[config.mk]
export PLATFORM = sky130hd
export DESIGN_NAME = period_pulse_accumulator
export DESIGN_NICKNAME = d
export VERILOG_FILES = /design/src/shared/ppa_pkg.sv /design/src/logic/period_pulse_accumulator.sv /design/src/logic/ppa_pin_sync.sv
export VERILOG_INCLUDE_DIRS = /design/src /design/src/shared
export SDC_FILE = /design/constraint.sdc
export NUM_CORES = 1
export LEC_CHECK = 0
export BUFFER_PORTS_ARGS = -buffer_cell sky130_fd_sc_hd__buf_2
export CAP_MARGIN = 20
export CELL_PAD_IN_SITES_DETAIL_PLACEMENT = 2
export CELL_PAD_IN_SITES_GLOBAL_PLACEMENT = 2
export CORE_ASPECT_RATIO = 0.9
export CORE_MARGIN = 2
export CORE_UTILIZATION = 40
export CTS_BUF_LIST = sky130_fd_sc_hd__clkbuf_8
export CTS_CLUSTER_DIAMETER = 60
export DETAILED_ROUTE_END_ITERATION = 10
export PLACE_DENSITY_LB_ADDON = 0.1
export SYNTH_ARGS = -nofsm -noshare
export SYNTH_HDL_FRONTEND = slang
export SYNTH_HIERARCHICAL = 1
export SYNTH_SLANG_ARGS = --single-unit
[constraint.sdc]
create_clock -name ref_clk_i -period 4.65 [get_ports ref_clk_i]
set_input_delay 0.465 -clock ref_clk_i [delete_from_list [all_inputs] [get_ports ref_clk_i]]
set_output_delay 0.465 -clock ref_clk_i [all_outputs]
set_load 0.05 [all_outputs]
[src/shared/ppa_defines.svh]
// constants for the period and pulse accumulator channel
// assumes a 32-bit AXI4-Lite slave with byte offsets below
`ifndef PPA_DEFINES_SVH
`define PPA_DEFINES_SVH

// ----------------------------------------------------------------
// register byte offsets
// ----------------------------------------------------------------
`define PPA_CTRL_OFF 8'h00
`define PPA_TARGET_OFF 8'h04
`define PPA_INTERVAL_OFF 8'h08
`define PPA_RESULT_OFF 8'h0C
`define PPA_RUNNING_OFF 8'h10
`define PPA_COUNT_OFF 8'h14
`define PPA_FLAGS_OFF 8'h18

// ----------------------------------------------------------------
// field positions
// ----------------------------------------------------------------
`define PPA_CTRL_PRIO_LSB 0
`define PPA_CTRL_TB_BIT 4
`define PPA_CTRL_MODE_LSB 8
`define PPA_CTRL_IRQEN_BIT 12
`define PPA_CTRL_SVC_BIT 16
`define PPA_FLAG_INT_BIT 0
`define PPA_FLAG_DMA_BIT 1
`define PPA_FLAG_OVR_BIT 2
`define PPA_FLAG_VALID_BIT 3
`define PPA_STAT_LSB 24

// ----------------------------------------------------------------
// values
// ----------------------------------------------------------------
`define PPA_OVF_FLAG 8'h80
`define PPA_BAD_MODE 8'h01
`define PPA_BAD_TB 8'h02
`define PPA_TARGET_MAX 24'h07FFFF
`define PPA_RST_WORD 32'h0000_0000
`define PPA_RESP_OKAY 2'h0
`define PPA_RESP_SLVERR 2'h2

`endif

[src/shared/ppa_pkg.sv]
// types for the period and pulse accumulator channel
// assumes ppa_defines.svh is compiled alongside
package ppa_pkg;

    typedef enum logic [1:0] {MODE_HIGH, MODE_LOW, MODE_RISE, MODE_FALL}
        meas_mode_t;

    typedef enum logic [1:0] {FN_OFF, FN_ARMED, FN_ACTIVE} fn_state_t;

    typedef struct packed {
        logic sync1;
        logic sync2;
        logic last;
        logic rise;
        logic fall;
    } pin_sync_t;

    typedef struct packed {
        logic aw_have;
        logic w_have;
        logic [7:0] awaddr;
        logic [31:0] wdata;
        logic [3:0] wstrb;
        logic awready;
        logic wready;
        logic bvalid;
        logic [1:0] bresp;
        logic arready;
        logic rvalid;
        logic [1:0] rresp;
        logic [31:0] rdata;
        logic [1:0] prio;
        logic tb_sel;
        meas_mode_t mode;
        logic irq_en;
        logic [23:0] target;
        logic [23:0] interval;
        fn_state_t fn;
        logic [23:0] cur;
        logic [23:0] acc;
        logic [7:0] acc_ovf;
        logic [23:0] count;
        logic [23:0] result;
        logic [7:0] status;
        logic valid;
        logic int_flag;
        logic dma_flag;
        logic overrun;
        logic irq;
    } ppa_state_t;

endpackage

[src/logic/period_pulse_accumulator.sv]
// period and pulse accumulator channel with an AXI4-Lite register port
// assumes timebase ticks are one-cycle pulses on ref_clk_i; pin is async
`timescale 1ns/1ps
`default_nettype none
`include "ppa_defines.svh"
module period_pulse_accumulator
    import ppa_pkg::*;
(
    // clock and reset
    input wire logic ref_clk_i,
    input wire logic resetn_i,
    // measured pin and timebases
    input wire logic meas_pin_i,
    input wire logic timebase_first_tick_i,
    input wire logic timebase_second_tick_i,
    // dma handshake
    input wire logic dma_ack_i,
    output logic dma_req_o,
    output logic irq_o,
    // axi4-lite write address
    input wire logic [7:0] s_axi_awaddr_i,
    input wire logic s_axi_awvalid_i,
    output logic s_axi_awready_o,
    // axi4-lite write data
    input wire logic [31:0] s_axi_wdata_i,
    input wire logic [3:0] s_axi_wstrb_i,
    input wire logic s_axi_wvalid_i,
    output logic s_axi_wready_o,
    // axi4-lite write response
    output logic [1:0] s_axi_bresp_o,
    output logic s_axi_bvalid_o,
    input wire logic s_axi_bready_i,
    // axi4-lite read address
    input wire logic [7:0] s_axi_araddr_i,
    input wire logic s_axi_arvalid_i,
    output logic s_axi_arready_o,
    // axi4-lite read data
    output logic [31:0] s_axi_rdata_o,
    output logic [1:0] s_axi_rresp_o,
    output logic s_axi_rvalid_o,
    input wire logic s_axi_rready_i
);

    ppa_state_t q;
    ppa_state_t d;
    logic pin_rise;
    logic pin_fall;

    // ----------------------------------------------------------------
    // helpers
    // ----------------------------------------------------------------
    function automatic logic [24:0] add24(input logic [23:0] a,
                                          input logic [23:0] b);
        add24 = {1'b0, a} + {1'b0, b};
    endfunction

    function automatic logic addr_ok(input logic [7:0] a);
        addr_ok = (a[1:0] == 2'h0) && (a <= `PPA_FLAGS_OFF);
    endfunction

    function automatic logic [31:0] merge(input logic [31:0] old,
                                          input logic [31:0] wd,
                                          input logic [3:0] st);
        logic [31:0] m;
        m = old;
        for (int i = 0; i < 4; i++)
        begin
            if (st[i])
            begin
                m[i*8 +: 8] = wd[i*8 +: 8];
            end
        end
        merge = m;
    endfunction

    function automatic logic [31:0] rd_word(input ppa_state_t s,
                                            input logic [7:0] a);
        logic [31:0] r;
        r = `PPA_RST_WORD;
        case (a)
            `PPA_CTRL_OFF:
            begin
                r[`PPA_CTRL_PRIO_LSB +: 2] = s.prio;
                r[`PPA_CTRL_TB_BIT] = s.tb_sel;
                r[`PPA_CTRL_MODE_LSB +: 2] = s.mode;
                r[`PPA_CTRL_IRQEN_BIT] = s.irq_en;
            end
            `PPA_TARGET_OFF: r[23:0] = s.target;
            `PPA_INTERVAL_OFF: r[23:0] = s.interval;
            `PPA_RESULT_OFF: r = {s.status, s.result};
            `PPA_RUNNING_OFF: r = {s.acc_ovf, s.acc};
            `PPA_COUNT_OFF: r[23:0] = s.count;
            `PPA_FLAGS_OFF:
            begin
                r[`PPA_FLAG_INT_BIT] = s.int_flag;
                r[`PPA_FLAG_DMA_BIT] = s.dma_flag;
                r[`PPA_FLAG_OVR_BIT] = s.overrun;
                r[`PPA_FLAG_VALID_BIT] = s.valid;
            end
            default: r = `PPA_RST_WORD;
        endcase
        rd_word = r;
    endfunction

    // ----------------------------------------------------------------
    // pin synchroniser
    // ----------------------------------------------------------------
    ppa_pin_sync u_pin_sync (
        .ref_clk_i(ref_clk_i),
        .resetn_i(resetn_i),
        .pin_i(meas_pin_i),
        .level_o(),
        .rise_o(pin_rise),
        .fall_o(pin_fall)
    );

    // ----------------------------------------------------------------
    // next state
    // ----------------------------------------------------------------
    always_comb
    begin
        logic tick;
        logic start_e;
        logic end_e;
        logic done;
        logic [23:0] cur_n;
        logic [24:0] sum;
        logic [23:0] cnt_n;
        logic [23:0] tgt;
        logic [31:0] wv;
        logic [3:0] clr;
        tick = 1'b0;
        start_e = 1'b0;
        end_e = 1'b0;
        done = 1'b0;
        cur_n = 24'h000000;
        sum = 25'h0000000;
        cnt_n = 24'h000000;
        tgt = 24'h000000;
        wv = `PPA_RST_WORD;
        clr = 4'h0;
        d = q;

        // ---------------- axi capture ----------------
        if (s_axi_awvalid_i && q.awready)
        begin
            d.aw_have = 1'b1;
            d.awaddr = s_axi_awaddr_i;
        end
        if (s_axi_wvalid_i && q.wready)
        begin
            d.w_have = 1'b1;
            d.wdata = s_axi_wdata_i;
            d.wstrb = s_axi_wstrb_i;
        end
        if (s_axi_bready_i && q.bvalid)
        begin
            d.bvalid = 1'b0;
        end

        // ---------------- measurement ----------------
        // timebase select
        tick = q.tb_sel ? timebase_second_tick_i : timebase_first_tick_i;
        // edge and kind from mode bits
        case (q.mode)
            MODE_HIGH:
            begin
                start_e = pin_rise;
                end_e = pin_fall;
            end
            MODE_LOW:
            begin
                start_e = pin_fall;
                end_e = pin_rise;
            end
            MODE_RISE:
            begin
                start_e = pin_rise;
                end_e = pin_rise;
            end
            MODE_FALL:
            begin
                start_e = pin_fall;
                end_e = pin_fall;
            end
            default:
            begin
                start_e = 1'b0;
                end_e = 1'b0;
            end
        endcase
        tgt = (q.target == 24'h000000) ? 24'h000001 : q.target;
        cur_n = q.cur + {23'h000000, tick};
        sum = add24(q.acc, cur_n);
        cnt_n = q.count + 24'h000001;

        if (q.prio != 2'h0)
        begin
            case (q.fn)
                FN_ARMED:
                begin
                    if (start_e)
                    begin
                        d.fn = FN_ACTIVE;
                        d.cur = 24'h000000;
                    end
                end
                FN_ACTIVE:
                begin
                    d.cur = cur_n;
                    if (end_e)
                    begin
                        d.cur = 24'h000000;
                        d.acc = sum[23:0];
                        d.count = cnt_n;
                        if (sum[24])
                        begin
                            d.acc_ovf = q.acc_ovf | `PPA_OVF_FLAG;
                        end
                        // pulse modes wait for the next leading edge
                        if (q.mode == MODE_HIGH || q.mode == MODE_LOW)
                        begin
                            d.fn = FN_ARMED;
                        end
                        if (cnt_n >= tgt)
                        begin
                            done = 1'b1;
                            d.result = sum[23:0];
                            d.status = d.acc_ovf;
                            d.acc_ovf = 8'h00;
                            d.acc = 24'h000000;
                            d.count = 24'h000000;
                            d.valid = 1'b1;
                        end
                    end
                    else if (q.interval != 24'h000000 &&
                             cur_n >= q.interval)
                    begin
                        d.cur = 24'h000000;
                        d.acc = sum[23:0];
                        if (sum[24])
                        begin
                            d.acc_ovf = q.acc_ovf | `PPA_OVF_FLAG;
                        end
                    end
                end
                default:
                begin
                    d.fn = q.fn;
                end
            endcase
        end

        // ---------------- register write ----------------
        if (q.aw_have && q.w_have && !q.bvalid)
        begin
            d.aw_have = 1'b0;
            d.w_have = 1'b0;
            d.bvalid = 1'b1;
            d.bresp = addr_ok(q.awaddr) ? `PPA_RESP_OKAY : `PPA_RESP_SLVERR;
            wv = merge(rd_word(q, q.awaddr), q.wdata, q.wstrb);
            case (q.awaddr)
                `PPA_CTRL_OFF:
                begin
                    d.prio = wv[`PPA_CTRL_PRIO_LSB +: 2];
                    d.tb_sel = wv[`PPA_CTRL_TB_BIT];
                    d.mode = meas_mode_t'(wv[`PPA_CTRL_MODE_LSB +: 2]);
                    d.irq_en = wv[`PPA_CTRL_IRQEN_BIT];
                    if (q.prio != 2'h0 && q.fn == FN_ACTIVE)
                    begin
                        if (d.mode != q.mode)
                        begin
                            d.acc_ovf = d.acc_ovf | `PPA_BAD_MODE;
                        end
                        if (d.tb_sel != q.tb_sel)
                        begin
                            d.acc_ovf = d.acc_ovf | `PPA_BAD_TB;
                        end
                    end
                    if (q.wstrb[`PPA_CTRL_SVC_BIT / 8] &&
                        q.wdata[`PPA_CTRL_SVC_BIT])
                    begin
                        d.fn = FN_ARMED;
                        d.cur = 24'h000000;
                        d.acc = 24'h000000;
                        d.acc_ovf = 8'h00;
                        d.count = 24'h000000;
                        d.valid = 1'b0;
                    end
                end
                `PPA_TARGET_OFF:
                begin
                    // values past the limit are clipped
                    d.target = (wv[23:0] > `PPA_TARGET_MAX) ?
                        `PPA_TARGET_MAX : wv[23:0];
                end
                `PPA_INTERVAL_OFF: d.interval = wv[23:0];
                `PPA_FLAGS_OFF: clr = q.wdata[3:0] & {4{q.wstrb[0]}};
                default: clr = 4'h0;
            endcase
        end

        // ---------------- flags, set wins over clear ----------------
        // overrun on uncleared flag
        d.overrun = (q.overrun && !clr[`PPA_FLAG_OVR_BIT]) ||
                    (done && q.int_flag);
        d.int_flag = (q.int_flag && !clr[`PPA_FLAG_INT_BIT]) || done;
        d.dma_flag = (q.dma_flag && !clr[`PPA_FLAG_DMA_BIT] && !dma_ack_i)
                     || done;
        d.irq = d.int_flag && d.irq_en;

        // ---------------- ready and read ----------------
        d.awready = !d.aw_have && !d.bvalid;
        d.wready = !d.w_have && !d.bvalid;
        if (s_axi_rready_i && q.rvalid)
        begin
            d.rvalid = 1'b0;
        end
        if (s_axi_arvalid_i && q.arready)
        begin
            d.rvalid = 1'b1;
            d.rdata = rd_word(q, s_axi_araddr_i);
            d.rresp = addr_ok(s_axi_araddr_i) ?
                `PPA_RESP_OKAY : `PPA_RESP_SLVERR;
        end
        d.arready = !d.rvalid;
    end

    // ----------------------------------------------------------------
    // state register
    // ----------------------------------------------------------------
    always_ff @(posedge ref_clk_i or negedge resetn_i)
    begin
        if (!resetn_i)
        begin
            q <= '0;
        end
        else
        begin
            q <= d;
        end
    end

    // ----------------------------------------------------------------
    // outputs, all from state flops
    // ----------------------------------------------------------------
    assign s_axi_awready_o = q.awready;
    assign s_axi_wready_o = q.wready;
    assign s_axi_bvalid_o = q.bvalid;
    assign s_axi_bresp_o = q.bresp;
    assign s_axi_arready_o = q.arready;
    assign s_axi_rvalid_o = q.rvalid;
    assign s_axi_rresp_o = q.rresp;
    assign s_axi_rdata_o = q.rdata;
    assign irq_o = q.irq;
    assign dma_req_o = q.dma_flag;

endmodule
`default_nettype wire

[src/logic/ppa_pin_sync.sv]
// pin synchroniser with edge detection for the measured input
// assumes pin_i is asynchronous to ref_clk_i
`timescale 1ns/1ps
`default_nettype none
module ppa_pin_sync
    import ppa_pkg::*;
(
    // clock and reset
    input wire logic ref_clk_i,
    input wire logic resetn_i,
    // pin
    input wire logic pin_i,
    // edges
    output logic level_o,
    output logic rise_o,
    output logic fall_o
);

    pin_sync_t q;
    pin_sync_t d;

    // edges compare the second stage with its delayed copy in last, never the first
    always_comb
    begin
        d = q;
        d.sync1 = pin_i;
        d.sync2 = q.sync1;
        d.last = q.sync2;
        d.rise = q.sync2 && !q.last;
        d.fall = !q.sync2 && q.last;
    end

    always_ff @(posedge ref_clk_i or negedge resetn_i)
    begin
        if (!resetn_i)
        begin
            q <= '0;
        end
        else
        begin
            q <= d;
        end
    end

    assign level_o = q.last;
    assign rise_o = q.rise;
    assign fall_o = q.fall;

endmodule
`default_nettype wire

==> reports/results.ini, run 1 <==
[yosys]
synth.area.top_cells=dfrtp_1 41%, ha_1 6.5%, nand2_1 6.0%
yosysTopAreaCellShare_pct=41.10
yosys_warnings=6
syn_area_mm2=0.01546
synth_edf_count=0
yosysTopAreaCell=dfrtp_1
synth_most_common_cell=dfrtp_1
synth_cell_type_count=72
ys_ff_latch=254
postSynthCellCount=1691
postSynthAreaPerCell_um2=9.145
async_reset_ff_share_pct=100.0
synth_common_cells=254 x dfrtp_1, 248 x nand2_1, 128 x o21ai_0
yosysSeqAreaShare_pct=41.10
synth_flop_cell=dfrtp_1

[cells_and_area]
layout-drive-gt1-share_pct=18.31
area_growth_pct=13.70
fin_cells=2304
max_flop_register=q
largest_register_ffs=208
utilization_pct=46.03
layout.nets=1923
n_fill_cell=4163

[power_and_ir_drop]
power.leakage_nw=8.346
p_per_area_mw_per_mm2=426.4
ir_worst_vdd_mv=0.3010
power_mw=7.497

[sta]
tns_ns=0
drv_slew=0
tightestPinTransition_ns=0.8617
period_share_pct=95.51
holdWs_ns=0.05194
finClkSkew_ns=0.02210
max_freq_mhz=225.2
rsz0062_at_grt=no
period_minus_slack_ns=4.441
hold_viol_final=0
setup_viol_count_final=0
relSlewSlack_pct=42.41

[clocking]
insertion_delay_ns=0.64
cts_tree=built
clkSinkCount=254
cts.clk_slew.worst_paths_ns=0.06
cts_max_level=2
clk_path_buf_depth=3
cts_made_buffers=47
cts_root_buf=clkbuf_8

[run]
maxCapViolCount=0

[route]
vias_per_cell=5.950
drt_iter0_markers=1025
routed_wl_um=57470
via_count=13710
ant_nets=0
post_drt_wl_per_cell_um=24.94
post-route-drc-count=0
drt-pass1-iter-count=7

[global_route]
antenna_found_initial=1
overflow=0
grtUsageTotal_pct=29.11
grt_pass1_wl_um=89100
grt_pass1_vias=14570
grt_max_degree=94

[placement]
placed_cells=2215
dpl.hpwl_um=42730
gp_congestion=0.8695
portBuffers=94

[critical_path]
worstRegToRegCells=20
crit_chain=mux2_2, ha_1, ha_1, and3_1, and3_1, buf_4, and3_1, nand3_1, xnor2_2, buf_4, ha_1, nand3_1, nor2_1, nand4_1, o211ai_1, nand2_1, a21boi_1, a31oi_1, buf_4, nor4_1
crit_slowest_cell=dfrtp_1
path_class=reg2reg
worstSetupStartpointType=flop
end_kind=flop
crit_fanout=7
required_ns=5.17
r2r_end=q[68]
r2r-start=q[170]
arrival_ns=4.96
max_stage_delay_ns=0.44
rrSetupSlack_ns=0.21

[worst_hold_path]
min-delay-start=s_axi_rready_i
hold_class=in2reg
hold_path_depth=2
whs_endpoint=s_axi_rvalid_o

[floorplan]
die_area_mm2=0.04025
die_h_um=190.5
initial_core_util_pct=40.48
num_io_pins=106
fp-row-count=68
coreArea_mm2=0.03820
die_x_um=211.3

[outcome]
status=finished, final reports clean

==> report_power, final <==
| part | switching, mW | internal, mW |
|---|---|---|
| clock | 1.04 | 1.20 |
| sequential | 0.420 | 2.50 |
| combinational | 1.52 | 0.822 |
==> per-layer routing <==
layer | global-route usage, % | part of all wire, % | vias to the layer above
met5 | 0 | 0 | -
met4 | 10.13 | 3.3 | 0
met3 | 6.143 | 5.6 | 117
met2 | 48.86 | 48 | 394
met1 | 37.22 | 43 | 7024
li1 | - | - | 6174
==> worst max-delay path by stage <==
stage	start	to	slack, ns	cells after the start
2_1_floorplan	q[170]	q[36]	0.67	16
3_3_place_gp	timebase_second_tick_i	q[91]	0.06	19
3_5_place_dp	timebase_second_tick_i	q[91]	-0.18	19
4_1_cts	q[170]	q[36]	0.02	19
5_1_grt	q[170]	q[29]	0.004	17
6_report	q[170]	q[68]	0.21	20
==> kinds of logic (layout without fill, tap and decap cells) <==
kind of cell               after synthesis  after routing  share of synthesized area, %
other                                    1              3                       0.02425
DFF                                    254            254                         41.10
AOI/OAI and AO/OA                      425            425                         18.05
adders and majority gates               81             81                         6.602
and+or+nand+nor                        532            533                         15.95
buffers and inverters                  223            343                         6.667
xor gates and xnor gates                66             66                         3.738
muxes                                  109            109                         7.864
==> worst max-delay path, delay by kind of cell (launching register included) <==
family / cells / cell delay, ns
AOI/OAI and AO/OA: 3 / 0.57
xor gates and xnor gates: 1 / 0.11
adders and majority gates: 3 / 0.81
buffers and inverters: 3 / 0.50
DFF: 1 / 0.44
muxes: 1 / 0.36
and+or+nand+nor: 9 / 1.57
==> cells in the final DEF, fill, tap and decap left out, types with 6 or more instances in the layout <==
cell and instances:
dfrtp_1 254, nor2b_1 13, nor3_1 23, buf_2 93, a21oi_1 92, a22o_1 45, nand2_1 246, and3_1 21
o21ai_0 126, a22oi_1 35, nand4_1 19, ha_1 80, a222oi_1 35, nand3b_1 6, xor2_1 21, nand2b_1 7
buf_4 69, mux2_2 50, nor4_1 16, inv_1 103, nand3_1 40, and2_1 7, a21o_1 15, xnor2_1 42
nor2_1 101, o211ai_1 9, o21bai_1 8, o21ai_1 8, clkbuf_8 63, or2_2 6, mux2i_1 54, a31oi_1 7
buf_12 6
==> per-stage QoR <==
| step | worst slack [ns] | instance area, um^2 |
|---|---|---|
| detailed placement | -0.1776 | 16490 |
| finish | 0.2090 | 17580 |
| CTS | 0.01576 | 17470 |
| floorplan | 0.6700 | 15470 |
| global placement | 0.06454 | 16490 |
| global route | 0.003683 | 17580 |
==> area by class of cell <==
type                       count  area (um^2)  share of cell area, %
multi-input combinational   1216         8187                  46.56
sequential                   254         6356                  36.15
timing repair buffer         171         1139                  6.475
clock buffer                  63        867.1                  4.931
tap                          490        613.1                  3.487
inverter                      89        334.1                  1.900
clock inverter                20        85.08                 0.4839
antenna                        1        2.502                0.01423
==> timing repair <==
item / 4_1_cts / 5_1_grt
hold buffers: 2 / 0
endpoints found under the setup margin: 25 / 51
resized for setup: 1 / 20
setup buffers: 0 / 1
hold endpoints to repair: 91 / 0
pin swaps: 1 / 2
gates cloned: 0 / 1
No activity file was read; power rests on OpenSTA's default activity.
==> run 2: changes to the inputs <==
- clock period: 4.65 -> 5.5 ns (I/O delays scaled with it)
==> reports/results.ini, run 2 (synthesis results as in run 1) <==
[clocking]
cts.clk_slew.worst_paths_ns=0.06  ; about the same
insertion_delay_ns=0.63  ; about the same
cts_root_buf=clkbuf_8
clk_path_buf_depth=3  ; unchanged
cts_made_buffers=46  ; -2.1%
clkSinkCount=254  ; unchanged
cts_max_level=2  ; unchanged
cts_tree=built

[placement]
gp_congestion=0.8533  ; -1.9%
dpl.hpwl_um=41230  ; -3.5%
post-place-ws_ns=0.4830  ; +0.6605 ns
portBuffers=94  ; unchanged

[critical_path]
rrSetupSlack_ns=0.53  ; +0.32 ns
crit_fanout=6  ; -1
arrival_ns=5.51  ; +0.55 ns
required_ns=6.03  ; +0.86 ns
worstSetupStartpointType=flop
end_kind=flop
path_class=reg2reg

[power_and_ir_drop]
power_frac_comb_pct=30.9  ; -0.3 points
clkPwrFrac_pct=29.4  ; -0.5 points
ir_worst_vdd_mv=0.2883  ; -4.2%
pwr-share-seq_pct=39.7  ; +0.8 points
power.leakage_nw=8.053  ; -3.5%
swShare_pct=39.55  ; -0.13 points
p_per_area_mw_per_mm2=361.7  ; -15%
p_int_mw=3.755  ; -17%
power_switching_mw=2.457  ; -17%

[sta]
drv_slew=0  ; unchanged
rsz0062_at_grt=no
period_minus_slack_ns=4.975  ; +0.5338 ns
fin_ws_ns=0.5252  ; +0.3162 ns
holdWs_ns=0.05779  ; +0.005849 ns
period_share_pct=90.45  ; -5.1 points
finClkSkew_ns=0.03411  ; +0.01201 ns
setup_viol_count_final=0  ; unchanged
max_freq_mhz=201.0  ; -11%
tightestPinTransition_ns=1.065  ; +0.2029 ns
relSlewSlack_pct=28.95  ; -13 points
tns_ns=0  ; unchanged
hold_viol_final=0  ; unchanged

[floorplan]
die_h_um=190.5  ; unchanged
die_area_mm2=0.04025  ; unchanged
die_x_um=211.3  ; unchanged
num_io_pins=106  ; unchanged
initial_core_util_pct=40.48  ; unchanged
fp-row-count=68  ; unchanged
coreArea_mm2=0.03820  ; unchanged

[cells_and_area]
seqCellArea_mm2=0.006356  ; unchanged
max_flop_register=q
layout-drive-gt1-share_pct=16.07  ; -2.2 points
n_fill_cell=4155  ; -0.19%
n_antenna_cell=0  ; -1
final_common_cell=dfrtp_1
largest_register_ffs=208  ; unchanged
multi_input_area_mm2=0.008099  ; -1.1%
area_growth_pct=11.05
layout.nets=1885  ; -2.0%
most-common-layout-cells=254 x dfrtp_1, 247 x nand2_1, 128 x o21ai_0

[outcome]
status=finished, final reports clean

[global_route]
met2_usage_pct=48.39  ; -0.47 points
grtUsageTotal_pct=28.65  ; -0.46 points
grt_pass1_wl_um=88380  ; -0.81%
grt_max_degree=115  ; +22%
antenna_found_initial=1  ; unchanged
grt_pass1_vias=14780  ; +1.5%
overflow=0  ; unchanged
busiest_layer=met2
grt_use_met1_pct=37.39  ; +0.18 points
met3_usage_pct=3.837  ; -2.3 points

[route]
vias_per_cell=6.018  ; +1.1%
post_drt_wl_per_cell_um=25.03  ; +0.33%
post-route-drc-count=0  ; unchanged
ant_nets=0  ; unchanged
drt_iter0_markers=1066  ; +4.0%
routed_wl_um=56640  ; -1.5%
via_count=13620  ; -0.66%
drt-pass1-iter-count=7  ; unchanged

[run]
maxCapViolCount=0  ; unchanged

[worst_hold_path]
hold_class=in2reg

run 2: changes by cell type in the layout (fill, tap and decap cells not counted), sizes merged:
cell,delta
buf,-35
clkinv,+4
inv,-4
clkbuf,-3
diode,-1
dlygate4sd3,-1
nor2,-1
run 2: final timing paths:
| check | from | endpoint | depth (start not counted) |
|---|---|---|---|
| worst max-delay path | q[170] | q[108] | 19 |
| worst min-delay path | meas_pin_i | u_pin_sync/d[3] | 1 |
| worst max register to register | q[170] | q[108] | 19 |
| worst min register to register | u_pin_sync/d[3] | u_pin_sync/d[2] | 0 |
| max in group asynchronous | resetn_i | q[253] | 3 |
| min in group asynchronous | resetn_i | q[38] | 2 |
run 2: per-stage QoR:
step                power (mW)  cells  cell area, um^2  utilization, %
global placement         4.294   2180            16200           42.41
floorplan                3.597   1692            15470               -
CTS                      6.260   2261            17130           44.84
global route             6.559   2263            17170           44.96
detailed placement       4.390   2180            16200           42.41
finish                   6.212   2263            17170           44.96
run 2: metal layers:
layer  part of all wire (%)  vias up  routed length, um
met5                      0        -                  0
met4                    3.6        0               2041
met3                    4.7      108               2653
met2                     48      369              27160
met1                     44     7049              24780
li1                       -     6092                  -
run 2: power groups by stage:
stage / clock network (mW) / registers (mW) / logic (mW)
floorplan: 0 / 2.34 / 1.26
global placement: 0 / 2.47 / 1.82
detailed placement: 0 / 2.49 / 1.90
CTS: 1.89 / 2.46 / 1.91
global route: 1.96 / 2.50 / 2.10
finish: 1.83 / 2.46 / 1.92
run 2: cell type report:
cell class | instances | share of cell area [%]
multi-input cells | 1215 | 47.16
flip-flops and latches | 254 | 37.01
repair buffers | 135 | 4.983
clock buffers | 60 | 4.808
well taps | 490 | 3.570
inverters | 89 | 1.945
clock inverters | 20 | 0.5246
run 2: critical path: stages (launching register included):
cell	delay (ns)
dfrtp_1	0.46
mux2_2	0.27
ha_1	0.18
ha_1	0.26
and3_1	0.27
and3_1	0.29
nand3_1	0.22
nor2_2	0.24
nand3_1	0.14
xnor2_1	0.15
buf_4	0.16
ha_1	0.18
a21o_1	0.16
a21oi_1	0.15
o22ai_1	0.09
o21ai_0	0.39
o211ai_1	0.29
or3b_2	0.62
o21ai_1	0.20
a22o_1	0.17
run 2: timing repair:
action | CTS | global route
endpoints found under the hold margin | 9 | 0
resized for setup | 0 | 1
setup buffers | 0 | 0
endpoints found under the setup margin | 0 | 1
hold buffers | 1 | 0
==> run 3: changes to the inputs <==
- SYNTH_HIERARCHICAL: 1 -> unset
==> reports/results.ini, run 3 <==
[yosys]
syn_area_mm2=0.01517  ; -1.9%
yosysTopAreaCell=dfrtp_1
ys_ff_latch=254  ; unchanged
postSynthCellCount=1609  ; -4.8%
synth_common_cells=254 x dfrtp_1, 147 x nand2_1, 128 x a21oi_1
synth_flop_cell=dfrtp_1
synth_most_common_cell=dfrtp_1
synth_edf_count=0  ; unchanged
async_reset_ff_share_pct=100.0  ; unchanged
synth_cell_type_count=80  ; +11%
synth.area.top_cells=dfrtp_1 42%, ha_1 6.6%, mux2_2 5.2%
postSynthAreaPerCell_um2=9.429  ; +3.1%
yosys_warnings=0  ; -6
yosysTopAreaCellShare_pct=41.90  ; +0.80 points
yosysSeqAreaShare_pct=41.90  ; +0.80 points

[clocking]
cts_max_level=2  ; unchanged
clk_path_buf_depth=3  ; unchanged
insertion_delay_ns=0.63  ; about the same
cts_made_buffers=47  ; +2.2%
clkSinkCount=254  ; unchanged
postCtsSetupBuffers=0  ; unchanged
cts_root_buf=clkbuf_8
cts.clk_slew.worst_paths_ns=0.06  ; about the same
cts_tree=built

[sta]
tns_ns=0  ; unchanged
period_share_pct=91.48  ; +1.0 points
finClkSkew_ns=0.02364  ; -0.01048 ns
drv_slew=0  ; unchanged
setup_viol_count_final=0  ; unchanged
tightestPinTransition_ns=1.070  ; +0.005563 ns
rsz0062_at_grt=no
hold_viol_final=5  ; +5
relSlewSlack_pct=28.58  ; -0.37 points
period_minus_slack_ns=5.031  ; +0.05638 ns
holdWs_ns=-0.03504  ; -0.09283 ns
max_freq_mhz=198.8  ; -1.1%

[route]
drt_iter0_markers=982  ; -7.9%
post-route-drc-count=0  ; unchanged
drt-pass1-iter-count=8  ; +1
ant_nets=0  ; unchanged
routed_wl_um=56130  ; -0.90%
post_drt_wl_per_cell_um=25.58  ; +2.2%
via_count=13320  ; -2.2%
vias_per_cell=6.072  ; +0.91%

[critical_path]
rrSetupSlack_ns=0.47  ; -0.06 ns
r2r_end=q[59]
crit_chain=and3_1, and3_1, nand2_1, nor3_1, buf_4, nand3_1, xnor2_1, ha_1, a21o_1, a21oi_1, nand4b_1, o311a_1, buf_4, or2_1, nor3_2, a22o_1
worstSetupStartpointType=flop
max_stage_delay_ns=0.61  ; about the same
worstRegToRegCells=16  ; -3
end_kind=flop
crit_slowest_cell=nor3_2
arrival_ns=5.58  ; +0.07 ns
r2r-start=q[39]
path_class=reg2reg
required_ns=6.05  ; +0.02 ns
crit_fanout=9  ; +3

[floorplan]
die_x_um=209.3  ; -0.93%
die_area_mm2=0.03950  ; -1.9%
fp-row-count=67  ; -1.5%
die_h_um=188.8  ; -0.93%
initial_core_util_pct=40.67  ; +0.19 points
coreArea_mm2=0.03730  ; -2.3%
num_io_pins=106  ; unchanged

[cells_and_area]
n_antenna_cell=0  ; unchanged
seqCellArea_mm2=0.006356  ; unchanged
most-common-layout-cells=254 x dfrtp_1, 146 x nand2_1, 127 x a21oi_1
max_flop_register=q
layout-drive-gt1-share_pct=17.71  ; +1.6 points
fin_cells=2194  ; -3.0%
n_fill_cell=4038  ; -2.8%
final_common_cell=dfrtp_1
multi_input_area_mm2=0.007969  ; -1.6%
largest_register_ffs=208  ; unchanged
layout.nets=1819  ; -3.5%
area_growth_pct=12.07

[outcome]
status=finished, violations left
violations=hold timing

[power_and_ir_drop]
power_mw=6.355  ; +2.3%
p_per_area_mw_per_mm2=373.8  ; +3.3%
ir_worst_vdd_mv=0.2578  ; -11%
power.leakage_nw=8.026  ; -0.34%

[placement]
placed_cells=2107  ; -3.3%
gp_congestion=0.8493  ; -0.47%
portBuffers=94  ; unchanged
dpl.hpwl_um=40680  ; -1.3%

[global_route]
grt_pass1_wl_um=87580  ; -0.90%
grt_pass1_vias=14480  ; -2.1%
antenna_found_initial=0  ; -1
overflow=0  ; unchanged
grt_max_degree=117  ; +1.7%
grtUsageTotal_pct=28.80  ; +0.15 points

[run]
maxCapViolCount=0  ; unchanged

[worst_hold_path]
hold_class=in2async

## run 3: cell count changes after synthesis, sizes merged, moves of 7 or more
cell / change
nor2: +17
inv: -19
nand3: +22
a22o: -11
mux2i: -23
a221oi: +17
a222oi: -13
o211ai: -7
a22oi: +14
and3: +11
o21ai: -36
nand2: -101
mux2: +20
a21oi: +34
## run 3: logic make-up after synthesis
kind of cell | synth area share (%)
simple gates | 14.99
mux | 7.241
xor+xnor | 3.868
buf+inv | 5.930
compound gates | 19.32
other cells | 0.02472
flops | 41.90
fa+ha+maj | 6.730
## run 3: per-stage QoR
step / instance area, um^2 / utilization, % / hold slack (ns) / setup slack, ns
6_report: 17000 / 45.57 / -0.03504 / 0.4688
5_1_grt: 17000 / 45.57 / 0.07145 / 0.1512
4_1_cts: 16980 / 45.53 / 0.04163 / 0.4867
3_5_place_dp: 16030 / 42.96 / 0.3471 / 0.4458
3_3_place_gp: 16030 / 42.96 / 0.3348 / 0.6470
2_1_floorplan: 15170 / - / 0.2544 / 0.7904
## run 3: worst max-delay path by stage
stage                                start     end  slack (ns)  cells past startpoint
finish                               q[39]   q[59]        0.47                     16
global route                        q[170]   q[99]        0.15                     20
CTS                                 q[170]  q[107]        0.49                     20
detailed placement   timebase_first_tick_i  q[107]        0.45                     21
global placement    timebase_second_tick_i   q[12]        0.65                     17
floorplan           timebase_second_tick_i  q[105]        0.79                     21
## run 3: layout make-up
cell class | instances | share of cell area [%]
Clock inverter | 23 | 0.5520
Sequential cell | 254 | 37.39
Clock buffer | 62 | 5.019
Inverter | 70 | 1.545
Timing Repair Buffer | 139 | 5.071
Multi-Input combinational cell | 1163 | 46.87
Tap cell | 483 | 3.555
## run 3: worst max-delay path, delay by kind of cell (launching register included)
kind	cells	cell delay (ns)
AO/OA/AOI/OAI	4	1.07
buffers and inverters	2	0.42
AND/OR/NAND/NOR	8	2.35
XOR/XNOR	1	0.26
adder cells (fa/ha/maj)	1	0.30
flip-flops	1	0.56
## run 3: report_power, final
part           leakage, nW  switching [mW]  total, mW  internal [mW]
clock network        0.560           0.870       1.87           1.00
registers             3.41           0.401       2.53           2.13
logic                 4.06            1.23       1.95          0.728
total                 8.03            2.50       6.36           3.86
## run 3: repair_timing
action,CTS,global route
endpoints found under the hold margin,1,0
gates resized for setup,0,1
setup endpoints to repair,0,1
hold buffers,1,0
## run 3: layer usage
| layer | wire length [um] | global-route usage (%) | vias to the layer above |
|---|---|---|---|
| met2 | 27350 | 49.68 | 366 |
| met4 | 1399 | 8.599 | 0 |
| met1 | 25050 | 37.91 | 6901 |
| met5 | 0 | 0 | - |
| met3 | 2324 | 3.533 | 86 |
| li1 | - | - | 5970 |
